### src/logic/plm_pkg.sv
// constants, types and register map of the low port pin function mux
// ==========================================================================
// What this block does
// a pin change on a wake-enabled digital pin raises a wake-up request
// per-pin direction bit picks push-pull output or Schmitt input
// pull-high enable follows its register bit unless the pin is analog
// analog use of each pin is enabled only by a software register write
// pin zero analog: digital path and pull-high turned off
// pin one analog: digital path, frequency output and pull-high turned off
// pin one digital: control bit picks frequency output or plain port
// pin two feeds the timer count input unless analog; it is channel two
// pin two analog: digital path, timer input and pull-high turned off
// with frequency output selected, pin one drives the generator value
package plm_pkg;
   localparam int          NPIN        = 3;
   localparam int          AW          = 8;
   // ========================================================================
   // register byte addresses, one aligned 32-bit word each
   localparam logic [7:0]  OFS_LATCH   = 8'h00;
   localparam logic [7:0]  OFS_DIR     = 8'h04;
   localparam logic [7:0]  OFS_PULL    = 8'h08;
   localparam logic [7:0]  OFS_WAKE    = 8'h0C;
   localparam logic [7:0]  OFS_ANA     = 8'h10;
   localparam logic [7:0]  OFS_CTRL0   = 8'h14;
   localparam logic [7:0]  OFS_PINS    = 8'h18;
   // ========================================================================
   // reset values and field positions
   localparam logic [2:0]  RST_LATCH   = 3'h0;
   localparam logic [2:0]  RST_DIR     = 3'h7;
   localparam logic [2:0]  RST_PULL    = 3'h0;
   localparam logic [2:0]  RST_WAKE    = 3'h0;
   localparam logic [2:0]  RST_ANA     = 3'h0;
   localparam logic        RST_PFD     = 1'b0;
   localparam int          CTRL_PFD    = 0;
   localparam int          PIN_PFD     = 1;
   localparam int          PIN_TMR     = 2;
   localparam logic [31:0] RD_ZERO     = 32'h0000_0000;
   // ========================================================================
   // software-visible configuration, carried as one bundle
   typedef struct packed {
      logic [2:0] latch;
      logic [2:0] dir;   // 1 = input
      logic [2:0] pull;
      logic [2:0] wake;
      logic [2:0] ana;
      logic       pfd_sel;
   } plm_cfg_t;
   // registered pad-side drive of all pins
   typedef struct packed {
      logic [2:0] out;
      logic [2:0] oe_n;
      logic [2:0] pull_en;
   } plm_pad_t;
endpackage

### src/logic/plm_sync.sv
// two-flop synchroniser for the port pin inputs
`timescale 1ns/1ps
module plm_sync #(
   parameter int W = 3
) (
   input  wire logic         clk,
   input  wire logic         rst,
   input  wire logic [W-1:0] d,
   output logic      [W-1:0] q
);
   logic [W-1:0] meta_r;
   logic [W-1:0] q_r;
   // ========================================================================
   // one pair of flops per pin; the first flop feeds only the second
   for (genvar i = 0; i < W; i++) begin : g_bit
      always_ff @(posedge clk or posedge rst) begin
         if (rst) begin
            meta_r[i] <= 1'b0;
            q_r[i]    <= 1'b0;
         end else begin
            meta_r[i] <= d[i];
            q_r[i]    <= meta_r[i];
         end
      end
   end
   assign q = q_r;
endmodule // plm_sync

### src/logic/plm_mux.sv
// top of the low port pin function mux with its wishbone register slave
`timescale 1ns/1ps
module plm_mux (
   input  wire logic        clk,
   input  wire logic        rst,
   input  wire logic        wb_cyc_i,
   input  wire logic        wb_stb_i,
   input  wire logic        wb_we_i,
   input  wire logic [7:0]  wb_adr_i,
   input  wire logic [31:0] wb_dat_i,
   input  wire logic [3:0]  wb_sel_i,
   output logic      [31:0] wb_dat_o,
   output logic             wb_ack_o,
   input  wire logic [2:0]  port_pin_in,
   output logic      [2:0]  port_pin_out,
   output logic      [2:0]  port_pin_oe_n,
   output logic      [2:0]  pull_high_en,
   output logic      [2:0]  analog_sel,
   input  wire logic        freq_gen_output,
   output logic             timer_zero_ext_input,
   output logic             wake_req
);
   plm_pkg::plm_cfg_t cfg_r, cfg_nxt;
   plm_pkg::plm_pad_t pad_r, pad_nxt;
   logic [31:0]       rdat_r, rdat_nxt;
   logic              ack_r, ack_nxt;
   logic [2:0]        pin_s;
   logic [2:0]        pin_prev_r, pin_prev_nxt;
   logic [2:0]        ana_r, ana_nxt;
   logic              tmr_r, tmr_nxt;
   logic              wake_r, wake_nxt;
   logic              req, wr;
   logic              ana_wr;
   logic [2:0]        din;

   // ========================================================================
   // pin input synchronisers
   plm_sync #(.W(plm_pkg::NPIN)) u_sync (
      .clk (clk),
      .rst (rst),
      .d   (port_pin_in),
      .q   (pin_s)
   );

   // ========================================================================
   // wishbone slave: ack one cycle after the request, low the cycle after
   assign req = wb_cyc_i & wb_stb_i & ~ack_r;
   assign wr  = req & wb_we_i & wb_sel_i[0];
   // strobe of a software write to the analog select word
   assign ana_wr = wr & (wb_adr_i == plm_pkg::OFS_ANA);

   always_comb begin
      cfg_nxt  = cfg_r;
      ack_nxt  = req;
      rdat_nxt = plm_pkg::RD_ZERO;
      if (wr) begin
         case (wb_adr_i)
            plm_pkg::OFS_LATCH: cfg_nxt.latch   = wb_dat_i[2:0];
            plm_pkg::OFS_DIR:   cfg_nxt.dir     = wb_dat_i[2:0];
            plm_pkg::OFS_PULL:  cfg_nxt.pull    = wb_dat_i[2:0];
            plm_pkg::OFS_WAKE:  cfg_nxt.wake    = wb_dat_i[2:0];
            plm_pkg::OFS_ANA:   cfg_nxt.ana     = wb_dat_i[2:0];
            plm_pkg::OFS_CTRL0: cfg_nxt.pfd_sel = wb_dat_i[plm_pkg::CTRL_PFD];
            default: ;
         endcase
      end
      if (req & ~wb_we_i) begin
         case (wb_adr_i)
            plm_pkg::OFS_LATCH: rdat_nxt[2:0] = cfg_r.latch;
            plm_pkg::OFS_DIR:   rdat_nxt[2:0] = cfg_r.dir;
            plm_pkg::OFS_PULL:  rdat_nxt[2:0] = cfg_r.pull;
            plm_pkg::OFS_WAKE:  rdat_nxt[2:0] = cfg_r.wake;
            plm_pkg::OFS_ANA:   rdat_nxt[2:0] = cfg_r.ana;
            plm_pkg::OFS_CTRL0: rdat_nxt[plm_pkg::CTRL_PFD] = cfg_r.pfd_sel;
            plm_pkg::OFS_PINS:  rdat_nxt[2:0] = din;
            default: ;
         endcase
      end
   end

   always_ff @(posedge clk or posedge rst) begin
      if (rst) begin
         cfg_r.latch   <= plm_pkg::RST_LATCH;
         cfg_r.dir     <= plm_pkg::RST_DIR;
         cfg_r.pull    <= plm_pkg::RST_PULL;
         cfg_r.wake    <= plm_pkg::RST_WAKE;
         cfg_r.ana     <= plm_pkg::RST_ANA;
         cfg_r.pfd_sel <= plm_pkg::RST_PFD;
         ack_r         <= 1'b0;
         rdat_r        <= plm_pkg::RD_ZERO;
      end else begin
         cfg_r  <= cfg_nxt;
         ack_r  <= ack_nxt;
         rdat_r <= rdat_nxt;
      end
   end

   // ========================================================================
   // pin function mux; analog selection overrides every digital function
   // digital input reads as zero on an analog pin so the schmitt path is off
   assign din = pin_s & ~cfg_r.ana;

   always_comb begin
      pad_nxt      = '{out: cfg_r.latch, oe_n: cfg_r.dir, pull_en: cfg_r.pull};
      ana_nxt      = cfg_r.ana;
      pin_prev_nxt = pin_s;
      // frequency output drives pin one regardless of its direction bit
      if (cfg_r.pfd_sel) begin
         pad_nxt.out[plm_pkg::PIN_PFD]  = freq_gen_output;
         pad_nxt.oe_n[plm_pkg::PIN_PFD] = 1'b0;
      end
      for (int i = 0; i < plm_pkg::NPIN; i++) begin
         if (cfg_r.ana[i]) begin
            pad_nxt.out[i]     = 1'b0;
            pad_nxt.oe_n[i]    = 1'b1;
            pad_nxt.pull_en[i] = 1'b0;
         end
      end
      tmr_nxt  = din[plm_pkg::PIN_TMR];
      // only digital pins can wake; an analog level would chatter
      // raw levels are compared so an analog switch on a high pin is no change
      wake_nxt = |((pin_s ^ pin_prev_r) & cfg_r.wake & ~cfg_r.ana);
   end

   always_ff @(posedge clk or posedge rst) begin
      if (rst) begin
         pad_r      <= '{out: plm_pkg::RST_LATCH, oe_n: plm_pkg::RST_DIR,
                         pull_en: plm_pkg::RST_PULL};
         ana_r      <= plm_pkg::RST_ANA;
         pin_prev_r <= 3'h0;
         tmr_r      <= 1'b0;
         wake_r     <= 1'b0;
      end else begin
         pad_r      <= pad_nxt;
         ana_r      <= ana_nxt;
         pin_prev_r <= pin_prev_nxt;
         tmr_r      <= tmr_nxt;
         wake_r     <= wake_nxt;
      end
   end

   assign wb_dat_o             = rdat_r;
   assign wb_ack_o             = ack_r;
   assign port_pin_out         = pad_r.out;
   assign port_pin_oe_n        = pad_r.oe_n;
   assign pull_high_en         = pad_r.pull_en;
   assign analog_sel           = ana_r;
   assign timer_zero_ext_input = tmr_r;
   assign wake_req             = wake_r;
endmodule // plm_mux

### config.mk
export PLATFORM = sky130hd
export DESIGN_NAME = plm_mux
export DESIGN_NICKNAME = d
export VERILOG_FILES = /design/src/logic/plm_pkg.sv /design/src/logic/plm_sync.sv /design/src/logic/plm_mux.sv
export SDC_FILE = /design/constraint.sdc
export NUM_CORES = 1
export LEC_CHECK = 0
export ABC_AREA = 1
export BUFFER_PORTS_ARGS = -buffer_cell sky130_fd_sc_hd__buf_2
export CORE_MARGIN = 2
export CORE_UTILIZATION = 49
export DETAILED_ROUTE_END_ITERATION = 8
export GPL_ROUTABILITY_DRIVEN = 0
export PLACE_DENSITY_LB_ADDON = 0.2
export SLEW_MARGIN = 20
export SYNTH_ARGS = -nofsm -noshare
export SYNTH_HDL_FRONTEND = slang
export SYNTH_SLANG_ARGS = --single-unit
### constraint.sdc
create_clock -name clk -period 2.6 [get_ports clk]
set_input_delay 0.39 -clock clk [delete_from_list [all_inputs] [get_ports clk]]
set_output_delay 0.39 -clock clk [all_outputs]
set_load 0.03 [all_outputs]
# Word level (Yosys, flattened, before mapping)
# Index checks and enable logic that the tools add are counted.
dict set report totals {
  ff_bits 43
  inputBits 53
}
dict set report classes {
  eq_ne 6
  reduce_logical 8
  muxes 14
  bitwise_logic 12
}
# op n
set op_table {}
lappend op_table {{== test 8 x 5 -> 1 bit, second input constant} 3}
lappend op_table {{== test 8 x 4 -> 1 bit, second input constant} 2}
lappend op_table {{one-hot mux 2 bit (6 select lines)} 1}
lappend op_table {{AND reduction 2 bit} 6}
lappend op_table {{2-to-1 mux 1 bit} 11}
lappend op_table {{AND 3 bit} 3}
lappend op_table {{== test 8 x 3 -> 1 bit, second input constant} 1}
lappend op_table {{zero test 8 bit} 1}
lappend op_table {{one-hot mux 1 bit (7 select lines)} 1}
lappend op_table {{AND 1 bit} 5}
lappend op_table {{2-to-1 mux 3 bit} 1}
lappend op_table {{inverter 3 bit} 1}
lappend op_table {{OR reduction 3 bit} 1}
lappend op_table {{XOR 3 bit} 1}
lappend op_table {{inverter 1 bit} 2}

# Logic depth before layout (Yosys ltp)
# Gate-level depths: netlist of the first run.
dict set report depth {
  word_depth 5
  mapped_depth 7
  ltp_nobuf 7
}

# By module
# Synthesis of the first run repeated with hierarchy kept, for this count alone.
dict set report unflattened {
  hier_cells 225
  area_unflattened_um2 2084.5
}
# module n_inst cells_each area_per_inst_um2
set by_module_without_submodules {}
lappend by_module_without_submodules {plm_mux 1 218 1930.6}
lappend by_module_without_submodules {plm_sync 1 7 153.9}

# Least setup slack after synthesis of the first run
# OpenSTA, ideal clock, no wires.
dict set report synth_timing {
  path_type {register to register}
  from {register ack_r (netlist: wb_ack_o)}
  to {register cfg_r, in the netlist ana_nxt[0]}
  path_stages_with_launch 7
  path_buffers 0
  slack_ns 1.350
  arrival_ns 1.127
  setup_time_ns 0.123
  synth_period_minus_slack_ns 1.250
  t_required_ns 2.477
  cell_sequence {dfrtp_1 -> nor2_4 -> nand3_4 -> clkinv_2 -> nand3_2 -> nand2_1 -> o21ai_1}
}
dict set report synth_via {
  elab_chain_cells 5
}
# item line
set synth_rtl {}
lappend synth_rtl {{start: declaration} plm_mux.sv:26} ;# logic ack_r, ack_nxt;
lappend synth_rtl {{start signal: assignment} plm_mux.sv:93} ;# ack_r <= ack_nxt;
lappend synth_rtl {{inverter 1 bit} plm_mux.sv:47} ;# assign req = wb_cyc_i & wb_stb_i & ~ack_r;
lappend synth_rtl {{AND 1 bit} plm_mux.sv:47}
lappend synth_rtl {{net ack_nxt} plm_mux.sv:26}
lappend synth_rtl {{AND 1 bit (2 in a row)} plm_mux.sv:48} ;# assign wr = req & wb_we_i & wb_sel_i[0];
lappend synth_rtl {{AND reduction 2 bit (no source line)} n/a}
lappend synth_rtl {{end signal: assignment} plm_mux.sv:92} ;# cfg_r <= cfg_nxt;
lappend synth_rtl {{end: declaration} plm_mux.sv:23} ;# plm_pkg::plm_cfg_t cfg_r, cfg_nxt;
# The timed path passes the listed nets, and every way through them passes these cells.
# A chain may end at the register's enable or synchronous reset.

# Final worst setup path of the first run
dict set report layout_timing {
  from {register pad_r, in the netlist port_pin_oe_n[1]}
  to {output port_pin_oe_n[1]}
}
# item line
set layout_lines {}
lappend layout_lines {{start: declaration} plm_mux.sv:24} ;# plm_pkg::plm_pad_t pad_r, pad_nxt;
lappend layout_lines {{start signal: assignment} plm_mux.sv:127} ;# pad_r <= '{out: plm_pkg::RST_LATCH, oe_n: plm_pkg::RST_DIR,
lappend layout_lines {{start signal: assignment} plm_mux.sv:134} ;# pad_r <= pad_nxt;
lappend layout_lines {{end: declaration} plm_mux.sv:16} ;# output logic [2:0] port_pin_oe_n,
# No word-level cell between the ends.

==> qor.yml, run 1 <==
syn2layout_area_growth_pct: 13.5
mostFrequentLayoutCells: "buf_2, dfrtp_1, nand2_1"
power_uw: 1430
die_h_um: 69.2
dr_total_vias: 1405
status: "complete, no violations"
antenna_found_initial: 0
ios: 100
synth_fa_ha_area_frac: 0
drt_first_pass_iters: 4
relSlewSlack: 0.659
start_util: 0.513
finalCriticalPeriod_ns: 1.38
peakVddDrop_mv: 0.404
dpl_cell_area_um2: 2230
ys_warn_count: 0
fin_tns_setup_ns: 0
synth-seq-area-share: 0.521
max_slew.worst_pin.slew_ns: 0.512
yosysTopAreaCell: "dfrtp_1"
hold_path.class: "in -> reg"
maxCapViolCount: 0
synth_cell_types: 26
max_freq_mhz: 724
grt_pass1_wl_um: 5710
synth_top_area_share: 0.445
synthXorXnorAreaFrac: 0.0126
cpMaxStageDelayCell: "dfstp_2"
grt_overflow_total: 0
cpLargestDelayFamily: "flip-flops"
p_per_area_nw_per_um2: 604
synthCells: 224
cts_tree: "done"
final_core_util: 0.582
via_per_inst: 4.39
path_cells: "buf_2"
synth_ff_type: "dfrtp_1"
hold_violations: 0
crit_arrival_ns: 0.99
clock_latency_ns: 0.29
final_common_cell: "buf_2"
cp_max_fo: 1
clk_path_buf_depth: 2
synth_top_family_by_area: "simple AND/OR/NAND/NOR gates"
path_class: "reg -> out"
cts_hold_buf: 0
synthMuxAreaShare: 0
rows: 23
slew_viol_final: 0
synth_compound_area_frac: 0.0613
track_usage: 0.152
synth_area_um2: 2080
yosys.area_share.simple: 0.242
p_leak_uw: 0.00125
skew_ns: 0.00362
crit_path_end_kind: "output port"
fin_crit_sh: 0.531
cts_setup_buffers: 0
cts_buffers: 5
final_area_um2: 2360
synth-seq-cells: 43
setup_viol: 0
cts.clk_slew.worst_paths_ns: 0.08
max_stage_delay_ns: 0.52
fin_nets: 322
drc: 0
first_global_vias: 1268
worstSetupStartpointType: "flip-flop"
rsz0062_at_grt: "false"
dieArea_um2: 4780
syn_avg_cell_area_um2: 9.29
synth_area_leaders: "dfrtp_1, buf_4, dfstp_2, nand2_1, inv_1"
io_buffer_count: 38
dp_hpwl_um: 2650
clock-sinks: 43
async_flop_share: 1.00
grt_max_degree: 44
crit_required_ns: 2.21
ctsResizeCount: 0
cts_root_buf: "clkbuf_8"
finalWirelength_um: 3420
synth_edf_count: 0
drtIter0Drc: 75
layout-drive-gt1-share: 0.285
critPathBufInv: 1
h-tree-depth: 2
ant_nets: 0
core-area_um2: 4060
die_x_um: 69.2
post_drt_wl_per_cell_um: 10.7
n_antenna_cell: 0
## layout make-up
cell class,count,area [um^2]
Multi-Input combinational cell,150,766
Clock buffer,6,72.6
Inverter,30,119
Timing Repair Buffer,39,198
Fill cell,383,1700
Tap cell,50,62.6
Sequential cell,43,1080
Clock inverter,2,60.1
## through the flow
stage / hold WS, ns / instances / setup WS, ns
floorplan: 0.331 / 252 / 1.22
global placement: 0.332 / 312 / 1.26
detailed placement: 0.336 / 312 / 1.23
CTS: 0.194 / 320 / 1.21
global route: 0.186 / 320 / 1.18
finish: 0.201 / 320 / 1.22
## metal layers
layer / wire (um) / share of wire / vias to the layer above / global-route usage
li1: - / - / 721 / -
met1: 1560 / 0.45 / 636 / 0.210
met2: 1650 / 0.48 / 41 / 0.236
met3: 164 / 0.048 / 7 / 0.0351
met4: 48 / 0.014 / 0 / 0.0523
met5: 0 / 0 / - / 0
## Yosys cell counts (all sizes together) (2+ instances only)
| library cell | instances |
|---|---|
| inv | 28 |
| nand3 | 17 |
| clkinv | 2 |
| nand3b | 2 |
| xnor2 | 2 |
| o21ai | 16 |
| nor2 | 29 |
| buf | 29 |
| dfrtp | 37 |
| a21oi | 7 |
| dfstp | 6 |
| nand2 | 45 |
## report_power, final
part | internal (uW) | switching, uW | leakage [uW]
Sequential | 683 | 7.31 | 0.000524
Clock | 384 | 210 | 0.0000654
Combinational | 28.3 | 114 | 0.000661
## cell families (layout without fill, tap and decap cells)
logic type      count (synthesis)  after routing
other cells                     1             29
xor+xnor                        3              3
buf+inv                        59             77
simple gates                   94             94
flops                          43             43
compound gates                 24             24
## worst paths after layout
kind                               endpoint  cells after the start        startpoint  slack (ns)
setup / recovery           port_pin_oe_n[1]                      1  port_pin_oe_n[1]        1.22
hold / removal             u_sync.meta_r[0]                      1    port_pin_in[0]        0.20
setup reg to reg                 ana_nxt[2]                      6          wb_ack_o        1.38
hold reg to reg                 u_sync.q[0]                      0  u_sync.meta_r[0]        0.35
max in group asynchronous  port_pin_oe_n[2]                      3               rst        2.02
min in group asynchronous     analog_sel[0]                      3               rst        0.22
## flip-flops by register name (all words and copies together) (netlist names)
register              count
port_pin_oe_n             3
u_sync.q                  3
analog_sel                3
wb_ack_o                  1
wb_dat_o                  3
timer_zero_ext_input      1
pull_high_en              3
cfg_r                    13
ana_nxt                   3
port_pin_out              3
u_sync.meta_r             3
wake_req                  1
pin_prev_r                3
No activity file was read; power rests on OpenSTA's default activity.
==> inputs of run 2 (changes only) <==
- CORE_UTILIZATION: 49 -> 46
- clock period: 2.6 -> 1.3 ns (I/O delays scaled with it)
==> qor.yml, run 2 (synthesis gave the netlist of run 1 again) <==
drt_first_pass_iters: 4  # unchanged
fin_crit_sh: 0.915
p_int_uw: 1800  # +65%
ios: 100  # unchanged
cp_max_fo: 6  # +5
start_util: 0.478  # -0.0349
grt_overflow_total: 0  # unchanged
p_seq_frac: 0.559  # +0.075
track_usage: 0.147  # -0.00453
dr_total_vias: 1430  # +1.8%
grt_pass1_wl_um: 5800  # +1.5%
hold_path.class: "in -> reg"
cts_tree: "done"
drtIter0Drc: 49  # -35%
die_x_um: 71.3  # +3.0%
rows: 24  # +4.3%
dp_hpwl_um: 2700  # +2.2%
via_per_inst: 4.37  # -0.40%
syn2layout_area_growth_pct: 14.5
layout-drive-gt1-share: 0.287  # +0.00209
status: "complete, no violations"
critPathMostFrequentCell: "nand3_4"
p_switching_uw: 666  # +100%
dpl_cell_area_um2: 2250  # +1.0%
clk_path_buf_depth: 2  # unchanged
n_antenna_cell: 0  # unchanged
final_area_um2: 2380  # +0.90%
setup_ws_ns: 0.111  # -1.11 ns
cts_buffers: 5  # unchanged
cts_root_buf: "clkbuf_8"
finalCriticalPeriod_ns: 1.19
clockPowerShare: 0.318  # -0.098
ant_nets: 0  # unchanged
clock-sinks: 43  # unchanged
drc: 0  # unchanged
hold_violations: 0  # unchanged
path_cells: "nor2_4 -> nand3_4 -> clkinv_2 -> nand3_4 -> nand2_1 -> o21ai_1"
dieArea_um2: 5080  # +6.1%
p_per_area_nw_per_um2: 1040  # +72%
p_leak_uw: 0.00126  # +0.73%
setup_viol: 0  # unchanged
swShare: 0.270  # +0.0377
mostFrequentLayoutCells: "buf_2, dfrtp_1, nand2_1"
cpMaxStageDelayCell: "dfrtp_1"
worstSetupStartpointType: "flip-flop"
max_freq_mhz: 841
crit_path_end_kind: "flip-flop"
cts.clk_slew.worst_paths_ns: 0.08  # about the same
maxCapViolCount: 0  # unchanged
pwr-share-comb: 0.122  # +0.023
slew_viol_final: 0  # unchanged
fin_nets: 327  # +1.6%
post_drt_wl_per_cell_um: 10.9  # +1.5%
peakVddDrop_mv: 0.761  # +88%
final_common_cell: "buf_2"
die_h_um: 71.3  # +3.0%
rsz0062_at_grt: "false"
cts_setup_buffers: 0  # unchanged
io_buffer_count: 38  # unchanged
final_cells: 327  # +2.2%
fin_tns_setup_ns: 0  # unchanged
path_class: "reg -> reg"
h-tree-depth: 2  # unchanged
antenna_found_initial: 0  # unchanged
placed_cells: 315  # +0.96%
max_stage_delay_ns: 0.41  # -0.11 ns
core-area_um2: 4350  # +7.3%
grt_max_degree: 44  # unchanged
dp_slack_ns: 0.0664  # -1.16 ns
crit_required_ns: 1.47  # -0.74 ns
clock_latency_ns: 0.28  # about the same
crit_arrival_ns: 1.36  # +0.37 ns
largest_reg_flops: 13  # unchanged
finalWirelength_um: 3550  # +3.7%
first_global_vias: 1283  # +1.2%
skew_ns: 0.00356  # -0.0000570 ns
regMostFlops: "cfg_r"
## run 2: cell count changes in the layout (fill, tap and decap cells not counted)
cell,previous run,this run
clkinv_2,1,4
clkbuf_1,1,0
dlygate4sd3_1,0,4
buf_12,0,1
nand3_4,1,2
nand3_2,1,0
bufinv_16,2,0
## run 2: per-layer routing
layer  global-route usage  routed length, um
met1                0.205               1600
met2                0.237               1750
met3               0.0380                175
met4               0.0314                 26
met5                    0                  0
## run 2: worst max-delay path, delay by kind of cell (launching register included)
family	cells	cell delay, ns
simple gates	4	0.47
buf+inv	1	0.13
compound gates	1	0.07
flops	1	0.41
## run 2: path summary, 6_finish.rpt
kind                                 end  slack, ns  depth (start not counted)              from
max                           ana_nxt[1]       0.11                          6          wb_ack_o
min                             cfg_r[9]       0.12                          3       wb_dat_i[2]
max reg2reg                   ana_nxt[1]       0.11                          6          wb_ack_o
min reg2reg                  u_sync.q[0]       0.35                          0  u_sync.meta_r[0]
max in group asynchronous      cfg_r[10]       0.53                          4               rst
min in group asynchronous  analog_sel[0]       0.51                          4               rst
## run 2: power groups by stage
| stage | Combinational (uW) | Clock, uW | Sequential (uW) |
|---|---|---|---|
| after floorplan | 268 | 0 | 1420 |
| after global placement | 291 | 0 | 1410 |
| after detailed placement | 294 | 0 | 1410 |
| after CTS | 297 | 806 | 1380 |
| after global routing | 330 | 875 | 1380 |
| final | 302 | 786 | 1380 |
## run 2: through the flow
stage | total power [uW] | util | hold slack (ns)
floorplan | 1690 | - | 0.226
global placement | 1700 | 0.517 | 0.270
detailed placement | 1700 | 0.517 | 0.271
CTS | 2480 | 0.539 | 0.00435
global route | 2590 | 0.547 | 0.142
finish | 2470 | 0.547 | 0.125
## run 2: layout make-up
| class | count | area, um^2 |
|---|---|---|
| inverters | 30 | 119 |
| well taps | 52 | 65.1 |
| clock buffers | 5 | 68.8 |
| multi-input cells | 150 | 773 |
| flip-flops and latches | 43 | 1080 |
| fillers | 425 | 1970 |
| repair buffers | 44 | 258 |
| clock inverters | 3 | 15.0 |
## run 2: timing repair
action / 4_1_cts / 5_1_grt
hold buffers: 1 / 3
hold endpoints to repair: 37 / 3
resized for setup: 0 / 1
setup endpoints to repair: 0 / 3
==> inputs of run 3 (changes only) <==
- CORE_UTILIZATION: 46 -> 49
- clock period: 1.3 -> 1.5 ns (I/O delays scaled with it)
==> qor.yml, run 3 (synthesis gave the netlist of run 1 again) <==
track_usage: 0.152  # +0.00470
startpoint: "port_pin_oe_n[0]"
crit_arrival_ns: 0.99  # -0.37 ns
cts_setup_buffers: 0  # unchanged
ctsResizeCount: 0  # unchanged
clock-sinks: 43  # unchanged
dp_slack_ns: 0.286  # +0.220 ns
cpMaxStageDelayCell: "dfstp_2"
gr-usage-met1: 0.207  # +0.00222
critPathBufInv: 1  # unchanged
final_core_util: 0.584  # +0.0366
cp_max_fo: 1  # -5
cts_tree: "done"
swShare: 0.245  # -0.0248
cts_hold_buf: 1  # unchanged
skew_ns: 0.00424  # +0.000677 ns
drt_first_pass_iters: 4  # unchanged
r2r_start: "wb_ack_o"
crit_path_end_kind: "output port"
p_leak_uw: 0.00125  # -0.36%
start_util: 0.513  # +0.0349
cts_buffers: 5  # unchanged
pwr-share-comb: 0.107  # -0.015
core-area_um2: 4060  # -6.8%
finalCriticalPeriod_ns: 1.22
final_cells: 321  # -1.8%
finalWirelength_um: 3410  # -3.9%
grt_overflow_total: 0  # unchanged
via_per_inst: 4.29  # -2.0%
placed_cells: 312  # -0.95%
peakVddDrop_mv: 0.582  # -23%
regMostFlops: "cfg_r"
holdCritStartpoint: "port_pin_in[2]"
grt_most_used_layer: "met2"
grt_use_met2: 0.230  # -0.00692
seq_area_um2: 1080  # unchanged
cts_root_buf: "clkbuf_8"
maxCapViolCount: 0  # unchanged
drc: 0  # unchanged
syn2layout_area_growth_pct: 13.8
worstSetupStartpointType: "flip-flop"
fin_nets: 323  # -1.2%
die_x_um: 69.2  # -2.9%
clockPowerShare: 0.384  # +0.066
first_global_vias: 1270  # -1.0%
fin_crit_sh: 0.812
mostFrequentLayoutCells: "buf_2, dfrtp_1, nand2_1"
post_drt_wl_per_cell_um: 10.6  # -2.1%
path_cells: "buf_2"
layout-drive-gt1-share: 0.288  # +0.000550
crit_required_ns: 1.27  # -0.20 ns
multi_input_area_um2: 766  # -0.97%
hold_violations: 0  # unchanged
die_h_um: 69.2  # -2.9%
cpLargestDelayFamily: "flip-flops"
fin_tns_setup_ns: 0  # unchanged
status: "complete, no violations"
ios: 100  # unchanged
ant_nets: 0  # unchanged
p_seq_frac: 0.509  # -0.050
dieArea_um2: 4780  # -5.8%
setup_viol: 0  # unchanged
power_uw: 2350  # -4.7%
clock_latency_ns: 0.29  # about the same
clk_path_buf_depth: 2  # unchanged
grt_max_degree: 44  # unchanged
max_freq_mhz: 821
p_switching_uw: 577  # -13%
h-tree-depth: 2  # unchanged
use_met3: 0.0453  # +0.00735
slew_viol_final: 0  # unchanged
hold_path.class: "in -> reg"
max_stage_delay_ns: 0.52  # +0.11 ns
setup_ws_ns: 0.282  # +0.171 ns
n_antenna_cell: 0  # unchanged
rsz0062_at_grt: "false"
rows: 23  # -4.2%
dr_total_vias: 1376  # -3.8%
path_class: "reg -> out"
fill_cells: 379  # -11%
r2r_slack_ns: 0.29  # +0.18 ns
p_int_uw: 1780  # -1.4%
dp_hpwl_um: 2640  # -2.2%
antenna_found_initial: 0  # unchanged
final_common_cell: "buf_2"
cts.clk_slew.worst_paths_ns: 0.07  # about the same
grt_pass1_wl_um: 5680  # -2.0%
drtIter0Drc: 60  # +22%
p_per_area_nw_per_um2: 994  # -4.1%
largest_reg_flops: 13  # unchanged
io_buffer_count: 38  # unchanged
## run 3: worst paths after layout
check / depth (start not counted) / end
worst max-delay path: 1 / port_pin_oe_n[0]
worst min-delay path: 1 / u_sync.meta_r[2]
worst max register to register: 6 / ana_nxt[2]
worst min register to register: 0 / u_sync.q[0]
max in group asynchronous: 4 / cfg_r[12]
min in group asynchronous: 4 / analog_sel[0]
## run 3: metal layers
| metal | part of all wire | routed length (um) |
|---|---|---|
| met1 | 0.46 | 1560 |
| met2 | 0.47 | 1610 |
| met3 | 0.058 | 199 |
| met5 | 0 | 0 |
| met4 | 0.013 | 46 |
## run 3: metrics by stage
step	hold slack, ns	area, um^2
floorplan	0.256	2190
global placement	0.299	2240
detailed placement	0.296	2240
CTS	0.0213	2370
global route	0.0134	2370
finish	0.0297	2370
## run 3: worst register-to-register path, delay by kind of cell, from the launching register on
kind | cells | cell delay (ns)
AOI/OAI and AO/OA | 1 | 0.06
buffers and inverters | 1 | 0.12
DFF | 1 | 0.40
and+or+nand+nor | 4 | 0.50
## run 3: cell type report
class	count	area share
clock inverter	2	0.0148
inverter	30	0.0502
timing repair buffer	40	0.0930
sequential	43	0.457
multi-input combinational	150	0.323
clock buffer	6	0.0349
tap	50	0.0264
## run 3: power groups by stage
stage / logic (uW) / registers, uW / clock network, uW
floorplan: 232 / 1230 / 0
global placement: 250 / 1220 / 0
detailed placement: 252 / 1220 / 0
CTS: 255 / 1200 / 936
global route: 276 / 1200 / 995
finish: 252 / 1200 / 904
